File: src/design/css_pkg.sv
/*
  Shared constants and types of the clock source and start-up select block.
  Assumes one 50 MHz system clock and an AXI4-Lite register bus.
*/
package css_pkg;
  // ---------------------------------------------------------------
  // register map and bus
  // ---------------------------------------------------------------
  localparam int CSS_AW = 8;
  localparam logic [CSS_AW-1:0] CSS_TRIM_OFS = 8'h00;
  localparam logic [CSS_AW-1:0] CSS_STATUS_OFS = 8'h04;
  localparam logic [1:0] CSS_RESP_OKAY = 2'h0;
  localparam logic [1:0] CSS_RESP_SLVERR = 2'h2;
  localparam logic [7:0] CSS_TRIM_MASK = 8'h7F;
  localparam int CSS_TRIM_W = 7;

  // ---------------------------------------------------------------
  // fuse encodings, one means unprogrammed
  // ---------------------------------------------------------------
  localparam logic [3:0] CSS_SEL_RC = 4'h2;
  localparam logic [3:0] CSS_SEL_LF_LO = 4'h4;
  localparam logic [3:0] CSS_SEL_LF_HI = 4'h7;
  localparam logic [3:0] CSS_SEL_CAP_A = 4'h6;
  localparam logic [3:0] CSS_SEL_CAP_B = 4'h7;
  localparam logic [1:0] CSS_SUT_NONE = 2'h0;
  localparam logic [1:0] CSS_SUT_SHORT = 2'h1;
  localparam logic [1:0] CSS_SUT_LONG = 2'h2;
  localparam logic CSS_FUSE_PROGRAMMED = 1'h0;
  localparam logic [3:0] CSS_SEL_DELIVERED = 4'h2;
  localparam logic [1:0] CSS_SUT_DELIVERED = 2'h2;
  localparam logic CSS_DIV8_DELIVERED = 1'h0;
  localparam logic [3:0] CSS_PRESC_DIV8 = 4'h3;
  localparam logic [3:0] CSS_PRESC_DIV1 = 4'h0;

  // ---------------------------------------------------------------
  // start-up timing
  // ---------------------------------------------------------------
  localparam int CSS_CNT_W = 17;
  localparam int CSS_RST_SHORT_US = 4100;  // timed by watchdog oscillator
  localparam int CSS_RST_LONG_US = 65000;
  localparam int CSS_RST_SHORT_WDT = 4096;
  localparam int CSS_RST_LONG_WDT = 65536;
  localparam int CSS_LF_SHORT_CK = 1024;
  localparam int CSS_LF_LONG_CK = 32768;
  localparam int CSS_RC_CK = 6;

  typedef enum logic [1:0] {
    CSS_ST_RESET_DLY,
    CSS_ST_OSC_START,
    CSS_ST_RUN,
    CSS_ST_SLEEP
  } css_state_t;

  typedef struct packed {
    logic fuseBlank;
    logic divEight;
    logic [1:0] startup;
    logic [3:0] clockSel;
    logic [7:0] factoryCal;
    logic wdtOsc;
    logic oscCycle;
  } css_async_t;

  typedef struct packed {
    logic [8:0] rsvHi;
    logic divEight;
    logic [1:0] startup;
    logic [3:0] clockSel;
    logic [3:0] rsvMid;
    logic [3:0] prescInit;
    logic [1:0] rsvLo;
    logic srcUnsupported;
    logic startupError;
    logic coreClkEn;
    logic loadCapEn;
    logic rcSel;
    logic lfSel;
  } css_status_t;
endpackage : css_pkg

File: src/design/css_clock_startup.sv
/*
  Clock source decode, start-up sequencing and oscillator trim register.
  Assumes static fuse levels, free-running watchdog and oscillator inputs
  from other domains, and an AXI4-Lite master on the system clock.
*/
// Local design decisions: the placing of the registers and the AXI4-Lite slave port.
// Overview of operation
// - Source-select fuses 0100 to 0111 choose the low-frequency watch crystal.
// - Internal load capacitors on both crystal pins enabled only for codes 0110, 0111.
// - Low-frequency crystal reset delay: 00 none, 01 4.1 ms, 10 65 ms, 11 reserved.
// - Low-frequency wake start-up: 1K cycles for low bits 00/10, 32K for 01/11.
// - Code 0010 selects the 8 MHz internal RC oscillator, no external parts.
// - Delivered fuses: source 0010, start-up 10, divide-by-eight programmed.
// - RC oscillator: 6 cycle wake; reset delay none, 4.1 ms, 65 ms; 11 reserved.
// - Every reset loads the factory calibration byte into the trim register.
// - Watchdog oscillator always times the reset time-out, whatever the source.
// - Trim register bit 7 is reserved and always reads zero.
// - Seven-bit trim raises RC frequency monotonically, zero lowest, 0x7F highest.
// - Fuse bits read one as unprogrammed and zero as programmed.
// - Prescaler field resets to 0011 if divide-by-eight programmed, else 0000.
`timescale 1ns/1ns
module css_clock_startup
  import css_pkg::*;
#(
  parameter int RST_SHORT_WDT = CSS_RST_SHORT_WDT,
  parameter int RST_LONG_WDT = CSS_RST_LONG_WDT,
  parameter int LF_LONG_CK = CSS_LF_LONG_CK
) (
  input wire logic clock,  // 50 MHz system clock
  input wire logic rst_n,  // synchronous reset, active low
  input wire logic [3:0] clockSourceSelectFuses,  // source select fuses
  input wire logic [1:0] startupTimeFuses,  // start-up time fuses
  input wire logic divideByEightFuse,  // zero when programmed
  input wire logic fuseArrayBlank,  // fuses still as delivered
  input wire logic [7:0] factoryCal,  // stored calibration byte
  input wire logic wdtOscIn,  // watchdog oscillator level
  input wire logic oscCycleIn,  // selected oscillator level
  input wire logic sleepRequest,  // enter power-down or power-save
  input wire logic wakeRequest,  // wake from sleep
  input wire logic [CSS_AW-1:0] s_axi_awaddr,  // write address
  input wire logic s_axi_awvalid,  // write address valid
  output logic s_axi_awready,  // write address ready
  input wire logic [31:0] s_axi_wdata,  // write data
  input wire logic [3:0] s_axi_wstrb,  // write strobes
  input wire logic s_axi_wvalid,  // write data valid
  output logic s_axi_wready,  // write data ready
  output logic [1:0] s_axi_bresp,  // write response
  output logic s_axi_bvalid,  // write response valid
  input wire logic s_axi_bready,  // write response ready
  input wire logic [CSS_AW-1:0] s_axi_araddr,  // read address
  input wire logic s_axi_arvalid,  // read address valid
  output logic s_axi_arready,  // read address ready
  output logic [31:0] s_axi_rdata,  // read data
  output logic [1:0] s_axi_rresp,  // read response
  output logic s_axi_rvalid,  // read data valid
  input wire logic s_axi_rready,  // read data ready
  output logic lfCrystalSelect,  // watch crystal drives clock
  output logic rcOscSelect,  // internal RC drives clock
  output logic loadCapEnable,  // internal crystal-pin capacitors
  output logic coreClockEnable,  // clock gate to the core
  output logic [CSS_TRIM_W-1:0] trimValue,  // RC oscillator trim
  output logic [3:0] prescalerInit,  // prescaler select reset value
  output logic startupError  // reserved start-up code seen
);
  // ---------------------------------------------------------------
  // input synchronisers
  // ---------------------------------------------------------------
  // no reset: the chain must carry fuse and calibration levels while held in reset
  css_async_t asyncIn;
  css_async_t meta_ff;
  css_async_t sync_ff;
  assign asyncIn = '{fuseBlank: fuseArrayBlank, divEight: divideByEightFuse,
                     startup: startupTimeFuses, clockSel: clockSourceSelectFuses,
                     factoryCal: factoryCal, wdtOsc: wdtOscIn, oscCycle: oscCycleIn};

  genvar gi;
  generate
    for (gi = 0; gi < $bits(css_async_t); gi++) begin : g_sync
      always_ff @(posedge clock) begin
        meta_ff[gi] <= asyncIn[gi];
        sync_ff[gi] <= meta_ff[gi];
      end
    end
  endgenerate

  logic wdtPrev_ff;
  logic oscPrev_ff;
  logic wdtTick;
  logic oscTick;
  assign wdtTick = sync_ff.wdtOsc & ~wdtPrev_ff;
  assign oscTick = sync_ff.oscCycle & ~oscPrev_ff;

  // ---------------------------------------------------------------
  // fuse decode
  // ---------------------------------------------------------------
  logic [3:0] effSel;
  logic [1:0] effSut;
  logic effDiv8;
  assign effSel = sync_ff.fuseBlank ? CSS_SEL_DELIVERED : sync_ff.clockSel;
  assign effSut = sync_ff.fuseBlank ? CSS_SUT_DELIVERED : sync_ff.startup;
  assign effDiv8 = sync_ff.fuseBlank ? CSS_DIV8_DELIVERED : sync_ff.divEight;

  logic isLf;
  logic isRc;
  logic capOn;
  logic sutReserved;
  logic srcUnsupported;
  // codes compared as raw bits, one being unprogrammed
  assign isLf = (effSel >= CSS_SEL_LF_LO) && (effSel <= CSS_SEL_LF_HI);
  assign isRc = (effSel == CSS_SEL_RC);
  assign capOn = (effSel == CSS_SEL_CAP_A) || (effSel == CSS_SEL_CAP_B);
  assign sutReserved = (effSut != CSS_SUT_NONE) && (effSut != CSS_SUT_SHORT)
                       && (effSut != CSS_SUT_LONG);
  assign srcUnsupported = ~isLf & ~isRc;

  logic [CSS_CNT_W-1:0] rstTarget;
  logic [CSS_CNT_W-1:0] oscTarget;
  // reset delay counted in watchdog cycles for every source
  assign rstTarget = (effSut == CSS_SUT_NONE) ? '0 :
                     (effSut == CSS_SUT_SHORT) ? CSS_CNT_W'(RST_SHORT_WDT) :
                     CSS_CNT_W'(RST_LONG_WDT);
  // unsupported sources fall back to the shortest count
  assign oscTarget = isLf ? (effSel[0] ? CSS_CNT_W'(LF_LONG_CK)
                                       : CSS_CNT_W'(CSS_LF_SHORT_CK)) :
                     CSS_CNT_W'(CSS_RC_CK);

  // ---------------------------------------------------------------
  // start-up sequencer
  // ---------------------------------------------------------------
  css_state_t state_ff;
  css_state_t nxt_state;
  logic [CSS_CNT_W-1:0] cnt_ff;
  logic [CSS_CNT_W-1:0] nxt_cnt;

  always_comb begin
    nxt_state = state_ff;
    nxt_cnt = cnt_ff;
    case (state_ff)
      CSS_ST_RESET_DLY: begin
        if (cnt_ff >= rstTarget) begin
          nxt_state = CSS_ST_OSC_START;
          nxt_cnt = '0;
        end else if (wdtTick) begin
          nxt_cnt = cnt_ff + CSS_CNT_W'(1);
        end
      end
      CSS_ST_OSC_START: begin
        if (cnt_ff >= oscTarget) begin
          nxt_state = CSS_ST_RUN;
        end else if (oscTick) begin
          nxt_cnt = cnt_ff + CSS_CNT_W'(1);
        end
      end
      CSS_ST_RUN: begin
        if (sleepRequest) begin
          nxt_state = CSS_ST_SLEEP;
        end
      end
      CSS_ST_SLEEP: begin
        if (wakeRequest) begin
          nxt_state = CSS_ST_OSC_START;
          nxt_cnt = '0;
        end
      end
      default: begin
        nxt_state = CSS_ST_RESET_DLY;
        nxt_cnt = '0;
      end
    endcase
  end

  always_ff @(posedge clock) begin
    if (!rst_n) begin
      state_ff <= CSS_ST_RESET_DLY;
      cnt_ff <= '0;
      // held high: a level already high at release must not count as a tick
      wdtPrev_ff <= 1'b1;
      oscPrev_ff <= 1'b1;
    end else begin
      state_ff <= nxt_state;
      cnt_ff <= nxt_cnt;
      wdtPrev_ff <= sync_ff.wdtOsc;
      oscPrev_ff <= sync_ff.oscCycle;
    end
  end

  // ---------------------------------------------------------------
  // decoded outputs
  // ---------------------------------------------------------------
  // registered enable, so the downstream gate never sees a runt pulse
  always_ff @(posedge clock) begin
    if (!rst_n) begin
      coreClockEnable <= 1'b0;
      lfCrystalSelect <= 1'b0;
      rcOscSelect <= 1'b0;
      loadCapEnable <= 1'b0;
      startupError <= 1'b0;
    end else begin
      coreClockEnable <= (nxt_state == CSS_ST_RUN);
      lfCrystalSelect <= isLf;
      rcOscSelect <= isRc;
      loadCapEnable <= capOn;
      startupError <= sutReserved;
    end
  end

  // prescaler reset value is taken while reset is held
  always_ff @(posedge clock) begin
    if (!rst_n) begin
      prescalerInit <= (effDiv8 == CSS_FUSE_PROGRAMMED) ? CSS_PRESC_DIV8
                                                        : CSS_PRESC_DIV1;
    end
  end

  // ---------------------------------------------------------------
  // AXI4-Lite write channel
  // ---------------------------------------------------------------
  logic awHeld_ff;
  logic wHeld_ff;
  logic [CSS_AW-1:0] awAddr_ff;
  logic [7:0] wByte_ff;
  logic wStrb_ff;
  logic awTake;
  logic wTake;
  logic haveAw;
  logic haveW;
  logic doWrite;
  logic [CSS_AW-1:0] wrAddr;
  logic [7:0] wrByte;
  logic wrStrb;
  logic trimHit;
  logic nxt_awHeld;
  logic nxt_wHeld;
  logic nxt_bvalid;

  assign awTake = s_axi_awvalid & s_axi_awready;
  assign wTake = s_axi_wvalid & s_axi_wready;
  assign haveAw = awHeld_ff | awTake;
  assign haveW = wHeld_ff | wTake;
  assign doWrite = haveAw & haveW & ~s_axi_bvalid;
  assign wrAddr = awHeld_ff ? awAddr_ff : s_axi_awaddr;
  assign wrByte = wHeld_ff ? wByte_ff : s_axi_wdata[7:0];
  assign wrStrb = wHeld_ff ? wStrb_ff : s_axi_wstrb[0];
  assign trimHit = (wrAddr == CSS_TRIM_OFS);
  assign nxt_awHeld = haveAw & ~doWrite;
  assign nxt_wHeld = haveW & ~doWrite;
  assign nxt_bvalid = doWrite | (s_axi_bvalid & ~s_axi_bready);

  always_ff @(posedge clock) begin
    if (!rst_n) begin
      awHeld_ff <= 1'b0;
      wHeld_ff <= 1'b0;
      awAddr_ff <= '0;
      wByte_ff <= '0;
      wStrb_ff <= 1'b0;
      s_axi_awready <= 1'b0;
      s_axi_wready <= 1'b0;
      s_axi_bvalid <= 1'b0;
      s_axi_bresp <= CSS_RESP_OKAY;
    end else begin
      awHeld_ff <= nxt_awHeld;
      wHeld_ff <= nxt_wHeld;
      if (awTake) begin
        awAddr_ff <= s_axi_awaddr;
      end
      if (wTake) begin
        wByte_ff <= s_axi_wdata[7:0];
        wStrb_ff <= s_axi_wstrb[0];
      end
      s_axi_awready <= ~nxt_awHeld & ~nxt_bvalid;
      s_axi_wready <= ~nxt_wHeld & ~nxt_bvalid;
      s_axi_bvalid <= nxt_bvalid;
      if (doWrite) begin
        s_axi_bresp <= trimHit ? CSS_RESP_OKAY : CSS_RESP_SLVERR;
      end
    end
  end

  // ---------------------------------------------------------------
  // trim register
  // ---------------------------------------------------------------
  // value drives the RC trim directly: larger code, higher frequency
  always_ff @(posedge clock) begin
    if (!rst_n) begin
      trimValue <= sync_ff.factoryCal[CSS_TRIM_W-1:0];
    end else if (doWrite && trimHit && wrStrb) begin
      trimValue <= wrByte[CSS_TRIM_W-1:0];
    end
  end

  // ---------------------------------------------------------------
  // AXI4-Lite read channel
  // ---------------------------------------------------------------
  css_status_t status;
  logic arTake;
  logic nxt_rvalid;
  logic [31:0] rdMux;
  logic rdHit;

  assign status = '{rsvHi: '0, divEight: effDiv8, startup: effSut, clockSel: effSel,
                    rsvMid: '0, prescInit: prescalerInit, rsvLo: '0,
                    srcUnsupported: srcUnsupported, startupError: startupError,
                    coreClkEn: coreClockEnable, loadCapEn: loadCapEnable,
                    rcSel: rcOscSelect, lfSel: lfCrystalSelect};
  assign arTake = s_axi_arvalid & s_axi_arready;
  assign nxt_rvalid = arTake | (s_axi_rvalid & ~s_axi_rready);
  assign rdHit = (s_axi_araddr == CSS_TRIM_OFS) || (s_axi_araddr == CSS_STATUS_OFS);
  assign rdMux = (s_axi_araddr == CSS_TRIM_OFS) ?
                 {24'h000000, 8'(trimValue) & CSS_TRIM_MASK} :
                 (s_axi_araddr == CSS_STATUS_OFS) ? 32'(status) : 32'h00000000;

  always_ff @(posedge clock) begin
    if (!rst_n) begin
      s_axi_arready <= 1'b0;
      s_axi_rvalid <= 1'b0;
      s_axi_rdata <= '0;
      s_axi_rresp <= CSS_RESP_OKAY;
    end else begin
      s_axi_arready <= ~nxt_rvalid;
      s_axi_rvalid <= nxt_rvalid;
      if (arTake) begin
        s_axi_rdata <= rdMux;
        s_axi_rresp <= rdHit ? CSS_RESP_OKAY : CSS_RESP_SLVERR;
      end
    end
  end
endmodule : css_clock_startup

File: config.mk
export PLATFORM = sky130hd
export DESIGN_NAME = css_clock_startup
export DESIGN_NICKNAME = d
export VERILOG_FILES = /design/src/design/css_pkg.sv /design/src/design/css_clock_startup.sv
export SDC_FILE = /design/constraint.sdc
export NUM_CORES = 1
export LEC_CHECK = 0
export ABC_CLOCK_PERIOD_IN_PS = 7800
export BUFFER_PORTS_ARGS = -buffer_cell sky130_fd_sc_hd__buf_2
export CELL_PAD_IN_SITES_DETAIL_PLACEMENT = 1
export CELL_PAD_IN_SITES_GLOBAL_PLACEMENT = 1
export CORE_MARGIN = 2
export CORE_UTILIZATION = 28
export CTS_BUF_LIST = sky130_fd_sc_hd__clkbuf_4 sky130_fd_sc_hd__clkbuf_8 sky130_fd_sc_hd__clkbuf_16
export DETAILED_ROUTE_END_ITERATION = 6
export GPL_TIMING_DRIVEN = 1
export PLACE_DENSITY = 0.73
export SYNTH_ARGS = -nofsm -noshare
export SYNTH_HDL_FRONTEND = slang
export SYNTH_SLANG_ARGS = --single-unit
File: constraint.sdc
create_clock -name clock -period 7.8 [get_ports clock]
set_input_delay 0.39 -clock clock [delete_from_list [all_inputs] [get_ports clock]]
set_output_delay 0.39 -clock clock [all_outputs]
set_load 0.05 [all_outputs]
==> metrics.txt, run 1 <==
status finished clean; Die ar. 0.01604 mm²; worst hold slack 0.1356 ns; Fin Setup TNS 0 ns; largest area contributor in the netlist dfxtp_1; largest net degree at the start of global routing 46; Yosys Warn Count 0; Sequential Power Share 0.507; Root Buffer clkbuf_16; EDFF count, synth 8; Core Region 0.01459 mm²; total track usage 0.1321; share of post-route cells with drive strength above 1 0.2090; count leader, synth dfxtp_1; CP Data Arrival Time 3.46 ns; Max Cap Viol 0; Clock Latency Late Sink 0.35 ns; commonest cells in the netlist dfxtp_1 (100), nor2_1 (55), a21oi_1 (49); Critical Path End cnt_ff[13]; startpoint types flip-flop; worst vdd ir 125.4 µV; Tightest Pin Transition 0.8486 ns; Max-slew headroom 0.4334; post-synthesis cell count 456; Vias 3416; antenna violations before repair 0; CTS max path bufs 2; clock network power share 0.370; CTS sink cnt 108; critical path type flip-flop to flip-flop; worst hold path class input port to flip-flop; period utilization 0.4087; Worst-path clk slew 0.08 ns; hold_buf cts 0; global-route wire length before repair 17030 µm; Setup Fix Bufs, Post-CTS 0; gpl congestion 0.8008; DRT antenna net count 0; Sw Share 0.2853; chip width 126.6 µm; crit-path max FO 18; drt total wl 10660 µm; die height 126.6 µm; Slew Limit Fails 0; top_reg_cell synth dfxtp_1; Yosys top cell area share 0.4753; DR iter-0 viols 155; cell row count 44; Final Instance Area 0.004976 mm²; Clock Skew 0.006002 ns; PD cells 237.9 mW/mm²; area post-placement 0.004690 mm²; # setup viols final 0; CTS tree built; drt wl/cell 14.81 µm; fmax 0.3137 GHz; post-synth cell types 49; Final Power 1184 µW; switching pwr 337.8 µW; Async S/R FF share, synth 0; vias in the first global route 3429; hpwl dp 7859 µm; ranking of synthesized cells by area dfxtp_1 (48%), a21oi_1 (5.8%), edfxtp_1 (5.7%), nor2_1 (4.9%), nand2_1 (4.2%); Nets 616; Remaining DRCs 0; io pins 136; Post-Syn Area 0.004212 mm²; grt ovf 0; Vias/cell 4.744; reg2reg path depth 9; Worst setup startpoint sync_ff[17]; Area Growth Syn to Fin 18.15%; RSZ-0062 raised after global routing false; Post-Place Setup Slack 4.616 ns; Initial Util 0.2887; IO buf count 86; post-CTS sizing 0; Seq/Total Area, Yosys 0.5324; CP Capture Type flip-flop; Worst R2R Start sync_ff[17]; CTS H-tree depth 3; DR pass1 iterations 4; Ant. Diodes 0; Yosys reg bits 108; Leak 0.002043 µW; combinational share of power 0.123; total CTS buffers 9; Avg Synthesized Cell Area 9.236 µm²; min Tclk post-route 3.188 ns; Final Hold Viols 0; FF-to-FF End cnt_ff[13]; PnR worst setup slack 4.612 ns; Reg2Reg Setup Slack 4.61 ns; WP data required 8.07 ns; internal power 846.0 µW
## power groups by stage
stage | Clock, µW | Combinational [µW] | Sequential, µW
3_3_place_gp | 0 | 142 | 612
3_5_place_dp | 0 | 146 | 613
6_report | 438 | 145 | 600
5_1_grt | 472 | 160 | 603
4_1_cts | 453 | 147 | 600
2_1_floorplan | 0 | 99.1 | 628
## critical path, cell delays in order (launching register included)
cell and delay, ns:
dfxtp_1 0.41, or3b_2 0.58, or2_2 0.30, ha_1 0.18, nor3_1 0.15, a211oi_1 0.17
nor4b_4 0.32, nand2_2 0.25, or4_1 0.57, a21oi_1 0.17
## registers in the layout (all words and copies together), names as in the netlist, 2 cells and up
| name | count |
|---|---|
| state_ff | 2 |
| cnt_ff | 17 |
| meta_ff | 17 |
| trimValue | 7 |
| sync_ff | 17 |
| wByte_ff | 7 |
| awAddr_ff | 8 |
| s_axi_rdata | 15 |
## worst min-delay path by stage
stage / start / end / slack (ns) / depth (start not counted)
2_1_floorplan: meta_ff[0] / sync_ff[0] / 0.31 / 0
6_report: factoryCal[5] / meta_ff[7] / 0.14 / 1
3_5_place_dp: meta_ff[15] / sync_ff[15] / 0.31 / 0
5_1_grt: factoryCal[0] / meta_ff[2] / 0.12 / 1
3_3_place_gp: meta_ff[11] / sync_ff[11] / 0.31 / 0
4_1_cts: factoryCal[5] / meta_ff[7] / 0.12 / 1
## kinds of logic (layout without fill, tap and decap cells)
family | count (synthesis) | count (layout) | share of synthesized area
compound gates | 88 | 88 | 0.1209
xor+xnor | 1 | 1 | 0.002080
fa+ha+maj | 6 | 6 | 0.01782
buf+inv | 52 | 113 | 0.07011
flops | 108 | 108 | 0.5324
mux | 16 | 16 | 0.03862
other cells | 1 | 20 | 0.0008904
simple gates | 184 | 184 | 0.2172
## stage by stage
stage,cells,util
after floorplan,475,-
after global placement,704,0.3214
after detailed placement,704,0.3214
after CTS,720,0.3411
after global routing,720,0.3411
final,720,0.3411
## area by class of cell
cell class | count | area (µm²)
inverters | 11 | 41.29
flip-flops and latches | 108 | 2242
clock buffers | 9 | 225.2
clock inverters | 7 | 61.31
repair buffers | 86 | 430.4
fillers | 1753 | 9613
well taps | 184 | 230.2
multi-input cells | 315 | 1745
## routing by layer
layer / track usage / up-vias / part of all wire
li1: - / 1688 / -
met1: 0.1618 / 1649 / 0.45
met2: 0.2334 / 69 / 0.51
met3: 0.03501 / 10 / 0.039
met4: 0.02715 / 0 / 0.0071
met5: 0 / - / 0
## layout by cell type, fill, tap and decap left out, drive strengths merged, types with 2 or more instances in the layout
cell type	Yosys	final
or3	3	3
edfxtp	8	8
clkinv	0	4
and2	5	5
a21oi	49	49
nor2	55	55
a22oi	4	4
o31ai	6	6
or4	4	4
o21ai	18	18
nor3	17	17
nor4	7	7
conb	1	20
mux2i	14	14
o21a	2	2
nand3	12	12
ha	6	6
clkbuf	14	9
and3	5	5
buf	27	86
nand2	48	48
dfxtp	100	100
a32oi	3	3
and4b	2	2
nand4	3	3
mux2	2	2
or2	2	2
nand2b	10	10
nor2b	5	5
or3b	2	2
inv	11	14
Note: power is estimated with default switching activity, not from simulation.
==> inputs of run 2 (changes only) <==
--- a/config.mk
+++ b/config.mk
@@ -5,7 +5,7 @@
 export SDC_FILE = /design/constraint.sdc
 export NUM_CORES = 1
 export LEC_CHECK = 0
-export ABC_CLOCK_PERIOD_IN_PS = 7800
+export ABC_CLOCK_PERIOD_IN_PS = 3000
 export BUFFER_PORTS_ARGS = -buffer_cell sky130_fd_sc_hd__buf_2
 export CELL_PAD_IN_SITES_DETAIL_PLACEMENT = 1
 export CELL_PAD_IN_SITES_GLOBAL_PLACEMENT = 1
==> constraint.sdc (replaced) <==
create_clock -name clock -period 3 [get_ports clock]
set_input_delay 0.15 -clock clock [delete_from_list [all_inputs] [get_ports clock]]
set_output_delay 0.15 -clock clock [all_outputs]
set_load 0.05 [all_outputs]
==> run 2 against run 1 <==
Compared with the run above: sequential share of layout area down 2.3 points; flip-flop and latch count unchanged; cell count up 3.9%; die area unchanged; core utilization up 1.9 points; register-to-register slack worse by 4.5 ns; worst setup slack worse by 4.5 ns; global-route usage up 0.91 points; clock skew up 0.0024 ns; first-iteration DRC count down 8.4%; clock-buffer cell count up 2; largest power group unchanged.
==> metrics.txt, run 2 (same netlist as run 1, synthesis figures left out) <==
status finished clean; Worst Hold End wByte_ff[5]; cell row count 44 (unchanged); worst hold slack 0.05025 ns (-0.08533 ns); Slew Limit Fails 0 (unchanged); CP Capture Type flip-flop; grt ovf 0 (unchanged); WP data required 3.27 ns (-4.80 ns); vias in the first global route 3758 (+9.6%); Nets 644 (+4.5%); min Tclk post-route 2.885 ns (-0.3036 ns); Area Growth Syn to Fin 24.69%; Ant. Diodes 0 (unchanged); Max-slew headroom 0.5082 (+0.07478); fmax 0.3467 GHz (+11%); drt total wl 11200 µm (+5.0%); Tightest Pin Transition 0.7377 ns (-0.1109 ns); Remaining DRCs 0 (unchanged); most frequent cells in the layout dfxtp_1 (99), buf_2 (86), nor2_1 (55); Final Hold Viols 0 (unchanged); Worst R2R Start sync_ff[12]; Clock Skew 0.008382 ns (+0.002380 ns); DR pass1 iterations 4 (unchanged); total track usage 0.1412 (+0.009084); FF+latch area 0.002243 mm² (about the same); Final Power 3145 µW (+170%); Max Cap Viol 0 (unchanged); DRT antenna net count 0 (unchanged); Worst-path clk slew 0.07 ns (about the same); final-layout fill cell count 1713 (-2.3%); CTS max path bufs 2 (unchanged); Root Buffer clkbuf_16; Fin Setup TNS 0 ns (unchanged); critical path type flip-flop to flip-flop; worst hold path class input port to flip-flop; Reg2Reg Setup Slack 0.12 ns (-4.50 ns); most common cell after layout, fill and taps aside dfxtp_1; antenna violations before repair 0 (unchanged); CTS H-tree depth 3 (unchanged); Post-Place Setup Slack 0.03399 ns (-4.582 ns); drt wl/cell 14.98 µm (+1.1%); total CTS buffers 9 (unchanged); share of post-route cells with drive strength above 1 0.2252 (+0.01622); reg2reg path depth 11 (+2); critical hold path startpoint s_axi_wdata[5]; die height 126.6 µm (unchanged); PD cells 598.8 mW/mm² (+150%); CTS tree built; # setup viols final 0 (unchanged); gpl congestion 0.8185 (+2.2%); Vias 3570 (+4.5%); startpoint types flip-flop; io pins 136 (unchanged); Die ar. 0.01604 mm² (unchanged); Vias/cell 4.773 (+0.60%); biggest registers after layout cnt_ff: 17 flops, meta_ff: 17 flops, sync_ff: 17 flops; crit-path max FO 7 (-11); worst vdd ir 284.9 µV (+130%); Min-Delay Path Depth 3 (+2); Multi-input gate area 0.001772 mm² (+1.5%); RSZ-0062 raised after global routing false; Core Region 0.01459 mm² (unchanged); global-route wire length before repair 18320 µm (+7.6%); DR iter-0 viols 142 (-8.4%); Leak 0.002172 µW (+6.3%); period utilization 0.9615 (+0.5528); Initial Util 0.2887 (unchanged); chip width 126.6 µm (unchanged); PnR worst setup slack 0.1154 ns (-4.496 ns); IO buf count 86 (unchanged); hpwl dp 8297 µm (+5.6%); FF-to-FF End cnt_ff[16]; Clock Latency Late Sink 0.35 ns (about the same); largest net degree at the start of global routing 26 (-43%); CTS sink cnt 108 (unchanged); CP Data Arrival Time 3.16 ns (-0.30 ns)
[run 2: worst max-delay path by stage]
stage,cells after the start,end,startpoint
finish,11,cnt_ff[16],sync_ff[12]
global placement,9,cnt_ff[10],sync_ff[12]
floorplan,10,cnt_ff[10],sync_ff[17]
CTS,9,cnt_ff[13],sync_ff[12]
global route,11,cnt_ff[16],sync_ff[12]
detailed placement,10,cnt_ff[16],sync_ff[12]
[run 2: per-layer routing]
metal  vias up  routed length [µm]  global-route usage
met1      1734                4912              0.1710
met5         -                   0                   0
li1       1740                   -                   -
met2        83                5634              0.2454
met3        13                 526             0.04133
met4         0                 127             0.03620
[run 2: worst max-delay path: stages, from the launching register on]
cell	delay, ns
dfxtp_2	0.37
or3b_2	0.46
or2_2	0.29
ha_1	0.27
nand4b_1	0.12
a41oi_2	0.08
nor4b_4	0.30
buf_4	0.18
nand2_4	0.08
buf_4	0.16
or3_1	0.34
a21oi_1	0.16
[run 2: timing repair]
| action | in CTS | in global routing |
|---|---|---|
| gates cloned | 0 | 1 |
| hold endpoints to repair | 17 | 0 |
| setup buffers | 0 | 1 |
| setup endpoints to repair | 2 | 11 |
| pin swaps | 0 | 2 |
| hold buffers | 17 | 0 |
| gates resized for setup | 1 | 4 |
[run 2: area by class of cell]
cell class | instances | area share
Timing Repair Buffer | 113 | 0.1287
Tap cell | 184 | 0.04384
Inverter | 11 | 0.007863
Clock inverter | 5 | 0.008101
Multi-Input combinational cell | 316 | 0.3374
Clock buffer | 11 | 0.04694
Sequential cell | 108 | 0.4272
[run 2: per-stage QoR]
step                area [µm²]    util  instances
CTS                       5221  0.3579        746
floorplan                 4283       -        475
finish                    5251  0.3599        748
global route              5251  0.3599        748
detailed placement        4757  0.3261        713
global placement          4757  0.3261        713
[run 2: power breakdown]
part / switching (µW) / internal (µW) / total (µW)
registers: 39.4 / 1520 / 1560
clock network: 548 / 608 / 1160
logic: 293 / 140 / 433
==> inputs of run 3 (changes only) <==
--- a/config.mk
+++ b/config.mk
@@ -7,13 +7,14 @@
 export LEC_CHECK = 0
 export ABC_CLOCK_PERIOD_IN_PS = 3000
 export BUFFER_PORTS_ARGS = -buffer_cell sky130_fd_sc_hd__buf_2
-export CELL_PAD_IN_SITES_DETAIL_PLACEMENT = 1
+export CELL_PAD_IN_SITES_DETAIL_PLACEMENT = 0
 export CELL_PAD_IN_SITES_GLOBAL_PLACEMENT = 1
 export CORE_MARGIN = 2
 export CORE_UTILIZATION = 28
 export CTS_BUF_LIST = sky130_fd_sc_hd__clkbuf_4 sky130_fd_sc_hd__clkbuf_8 sky130_fd_sc_hd__clkbuf_16
 export DETAILED_ROUTE_END_ITERATION = 6
 export GPL_TIMING_DRIVEN = 1
+export HOLD_SLACK_MARGIN = 0.03
 export PLACE_DENSITY = 0.73
 export SYNTH_ARGS = -nofsm -noshare
 export SYNTH_HDL_FRONTEND = slang
==> run 3 against run 2 <==
Compared with the run above: clock skew is essentially flat; clock power is essentially flat; first-iteration DRC count grew 23%; die area is the same; wire length shrank 12%; worst hold slack lost 0.0053 ns; design area shrank 0.19%; global-route usage shrank 1.7 points; flip-flop and latch count is the same; cell count is the same; core utilization shrank 0.069 points; highest routed layer unchanged.
==> metrics.txt, run 3 (same netlist as run 1, synthesis figures left out) <==
status finished clean; Multi-input gate area 0.001769 mm² (-0.14%); Die ar. 0.01604 mm² (unchanged); Sw Share 0.2799 (about the same); Max Cap Viol 0 (unchanged); Clock Latency Late Sink 0.35 ns (about the same); global-route wire length before repair 16320 µm (-11%); Slew Limit Fails 0 (unchanged); WP data required 3.25 ns (-0.02 ns); startpoint types flip-flop; die height 126.6 µm (unchanged); CTS tree built; min Tclk post-route 2.890 ns (+0.005207 ns); period utilization 0.9633 (+0.001736); GRT met2 Usage 0.2032 (-0.04215); Root Buffer clkbuf_16; GR Layer Usage met3 0.02868 (-0.01265); CP Data Arrival Time 3.14 ns (-0.02 ns); CP max-delay cell nor4b_4; worst hold path class input port to flip-flop; fmax 0.3460 GHz (-0.18%); gpl congestion 0.8185 (unchanged); Largest stage delay, worst path 0.46 ns (about the same); # setup viols final 0 (unchanged); clock network power share 0.363 (-0.005); CP cell instances or3b_2 > or2_2 > ha_1 > nand4b_1 > a41oi_2 > nor4b_4 > nand2_4 > or2_1 > o31ai_1; CTS H-tree depth 3 (unchanged); most common cell after layout, fill and taps aside dfxtp_1; critical path type flip-flop to flip-flop; Vias 3480 (-2.5%); Worst-path clk slew 0.07 ns (about the same); io pins 136 (unchanged); fin cells 748 (unchanged); FF+latch area 0.002245 mm² (about the same); drt total wl 9903 µm (-12%); most frequent cells in the layout dfxtp_1 (98), buf_2 (86), nor2_1 (55); grt ovf 0 (unchanged); Initial Util 0.2887 (unchanged); largest net degree at the start of global routing 26 (unchanged); Nets 644 (unchanged); total track usage 0.1240 (-0.01716); CP Capture Type flip-flop; crit-path max FO 7 (unchanged); Tightest Pin Transition 0.7979 ns (+0.06022 ns); IO buf count 86 (unchanged); biggest registers after layout cnt_ff: 17 flops, meta_ff: 17 flops, sync_ff: 17 flops; Area Growth Syn to Fin 24.45%; hpwl dp 7184 µm (-13%); DR iter-0 viols 175 (+23%); Ant. Diodes 0 (unchanged); antenna violations before repair 0 (unchanged); PD cells 592.9 mW/mm² (-1.0%); drt wl/cell 13.24 µm (-12%); CTS sink cnt 108 (unchanged); Placed Cells incl. Taps 713 (unchanged); Vias/cell 4.652 (-2.5%); combinational share of power 0.137 (about the same); met1 Track Usage GR 0.1616 (-0.009403); cell row count 44 (unchanged); vias in the first global route 3395 (-9.7%); Final Power 3107 µW (-1.2%); global route hottest layer met2; Leak 0.002169 µW (-0.13%); Clock Skew 0.008651 ns (+0.0002693 ns); chip width 126.6 µm (unchanged); internal power 2238 µW (-1.2%); total CTS buffers 9 (unchanged); Core Region 0.01459 mm² (unchanged); Final Hold Viols 0 (unchanged); share of post-route cells with drive strength above 1 0.2270 (+0.001773); DR pass1 iterations 5 (+1); worst vdd ir 277.1 µV (-2.7%); Max-slew headroom 0.4681 (-0.04014); DRT antenna net count 0 (unchanged); Remaining DRCs 0 (unchanged); CTS max path bufs 2 (unchanged); switching pwr 869.7 µW (-1.2%); final-layout fill cell count 1505 (-12%); Sequential Power Share 0.500 (+0.005)
==> run 3: cell types whose count changed in the layout (fill, tap and decap cells not counted), sizes merged <==
cell and delta:
clkinv +1, clkbuf -1
==> run 3: through the flow <==
step                        util  cell area, µm²  hold slack, ns  setup TNS (ns)  worst slack (ns)
after floorplan                -            4283          0.1777               0            0.2169
after global placement    0.3261            4757          0.2526               0            0.1308
after detailed placement  0.3261            4757          0.2550               0           0.09925
after CTS                 0.3569            5207         0.03526               0           0.08135
after global routing      0.3593            5241         0.05378       -0.002869         -0.002110
final                     0.3593            5241         0.04493               0            0.1102
==> run 3: what timing repair did <==
action	CTS	global route
setup buffers	0	1
gates resized for setup	0	7
hold buffers	17	0
hold endpoints to repair	17	0
endpoints found under the setup margin	0	11
==> run 3: path summary, 6_finish.rpt <==
check	from	endpoint	slack [ns]	cells after the start
max	sync_ff[13]	cnt_ff[9]	0.11	9
max reg2reg	sync_ff[13]	cnt_ff[9]	0.11	9
min reg2reg	meta_ff[13]	sync_ff[13]	0.33	0
min	s_axi_wdata[2]	wByte_ff[2]	0.04	3
==> run 3: power by group through the flow <==
| stage | Combinational (µW) | Sequential (µW) | Clock, µW |
|---|---|---|---|
| 2_1_floorplan | 258 | 1630 | 0 |
| 3_3_place_gp | 392 | 1590 | 0 |
| 3_5_place_dp | 399 | 1590 | 0 |
| 4_1_cts | 417 | 1550 | 1160 |
| 5_1_grt | 466 | 1560 | 1220 |
| 6_report | 426 | 1550 | 1130 |
==> run 3: final cells by class <==
class | count | share of cell area
Tap cell | 184 | 0.04392
Timing Repair Buffer | 113 | 0.1289
Inverter | 11 | 0.007878
Sequential cell | 108 | 0.4283
Multi-Input combinational cell | 316 | 0.3376
Clock buffer | 10 | 0.04440
Clock inverter | 6 | 0.009071
==> run 3: critical path: cells and delay by family (launching register included) <==
family | cells | cell delay, ns
adders and majority gates | 1 | 0.27
DFF | 1 | 0.34
AOI/OAI and AO/OA | 2 | 0.36
and+or+nand+nor | 6 | 1.82
==> run 3: routing by layer <==
layer / up-vias / wire length (µm)
met5: - / 0
met4: 0 / 176
met3: 16 / 380
met2: 88 / 4593
met1: 1631 / 4753
li1: 1745 / -
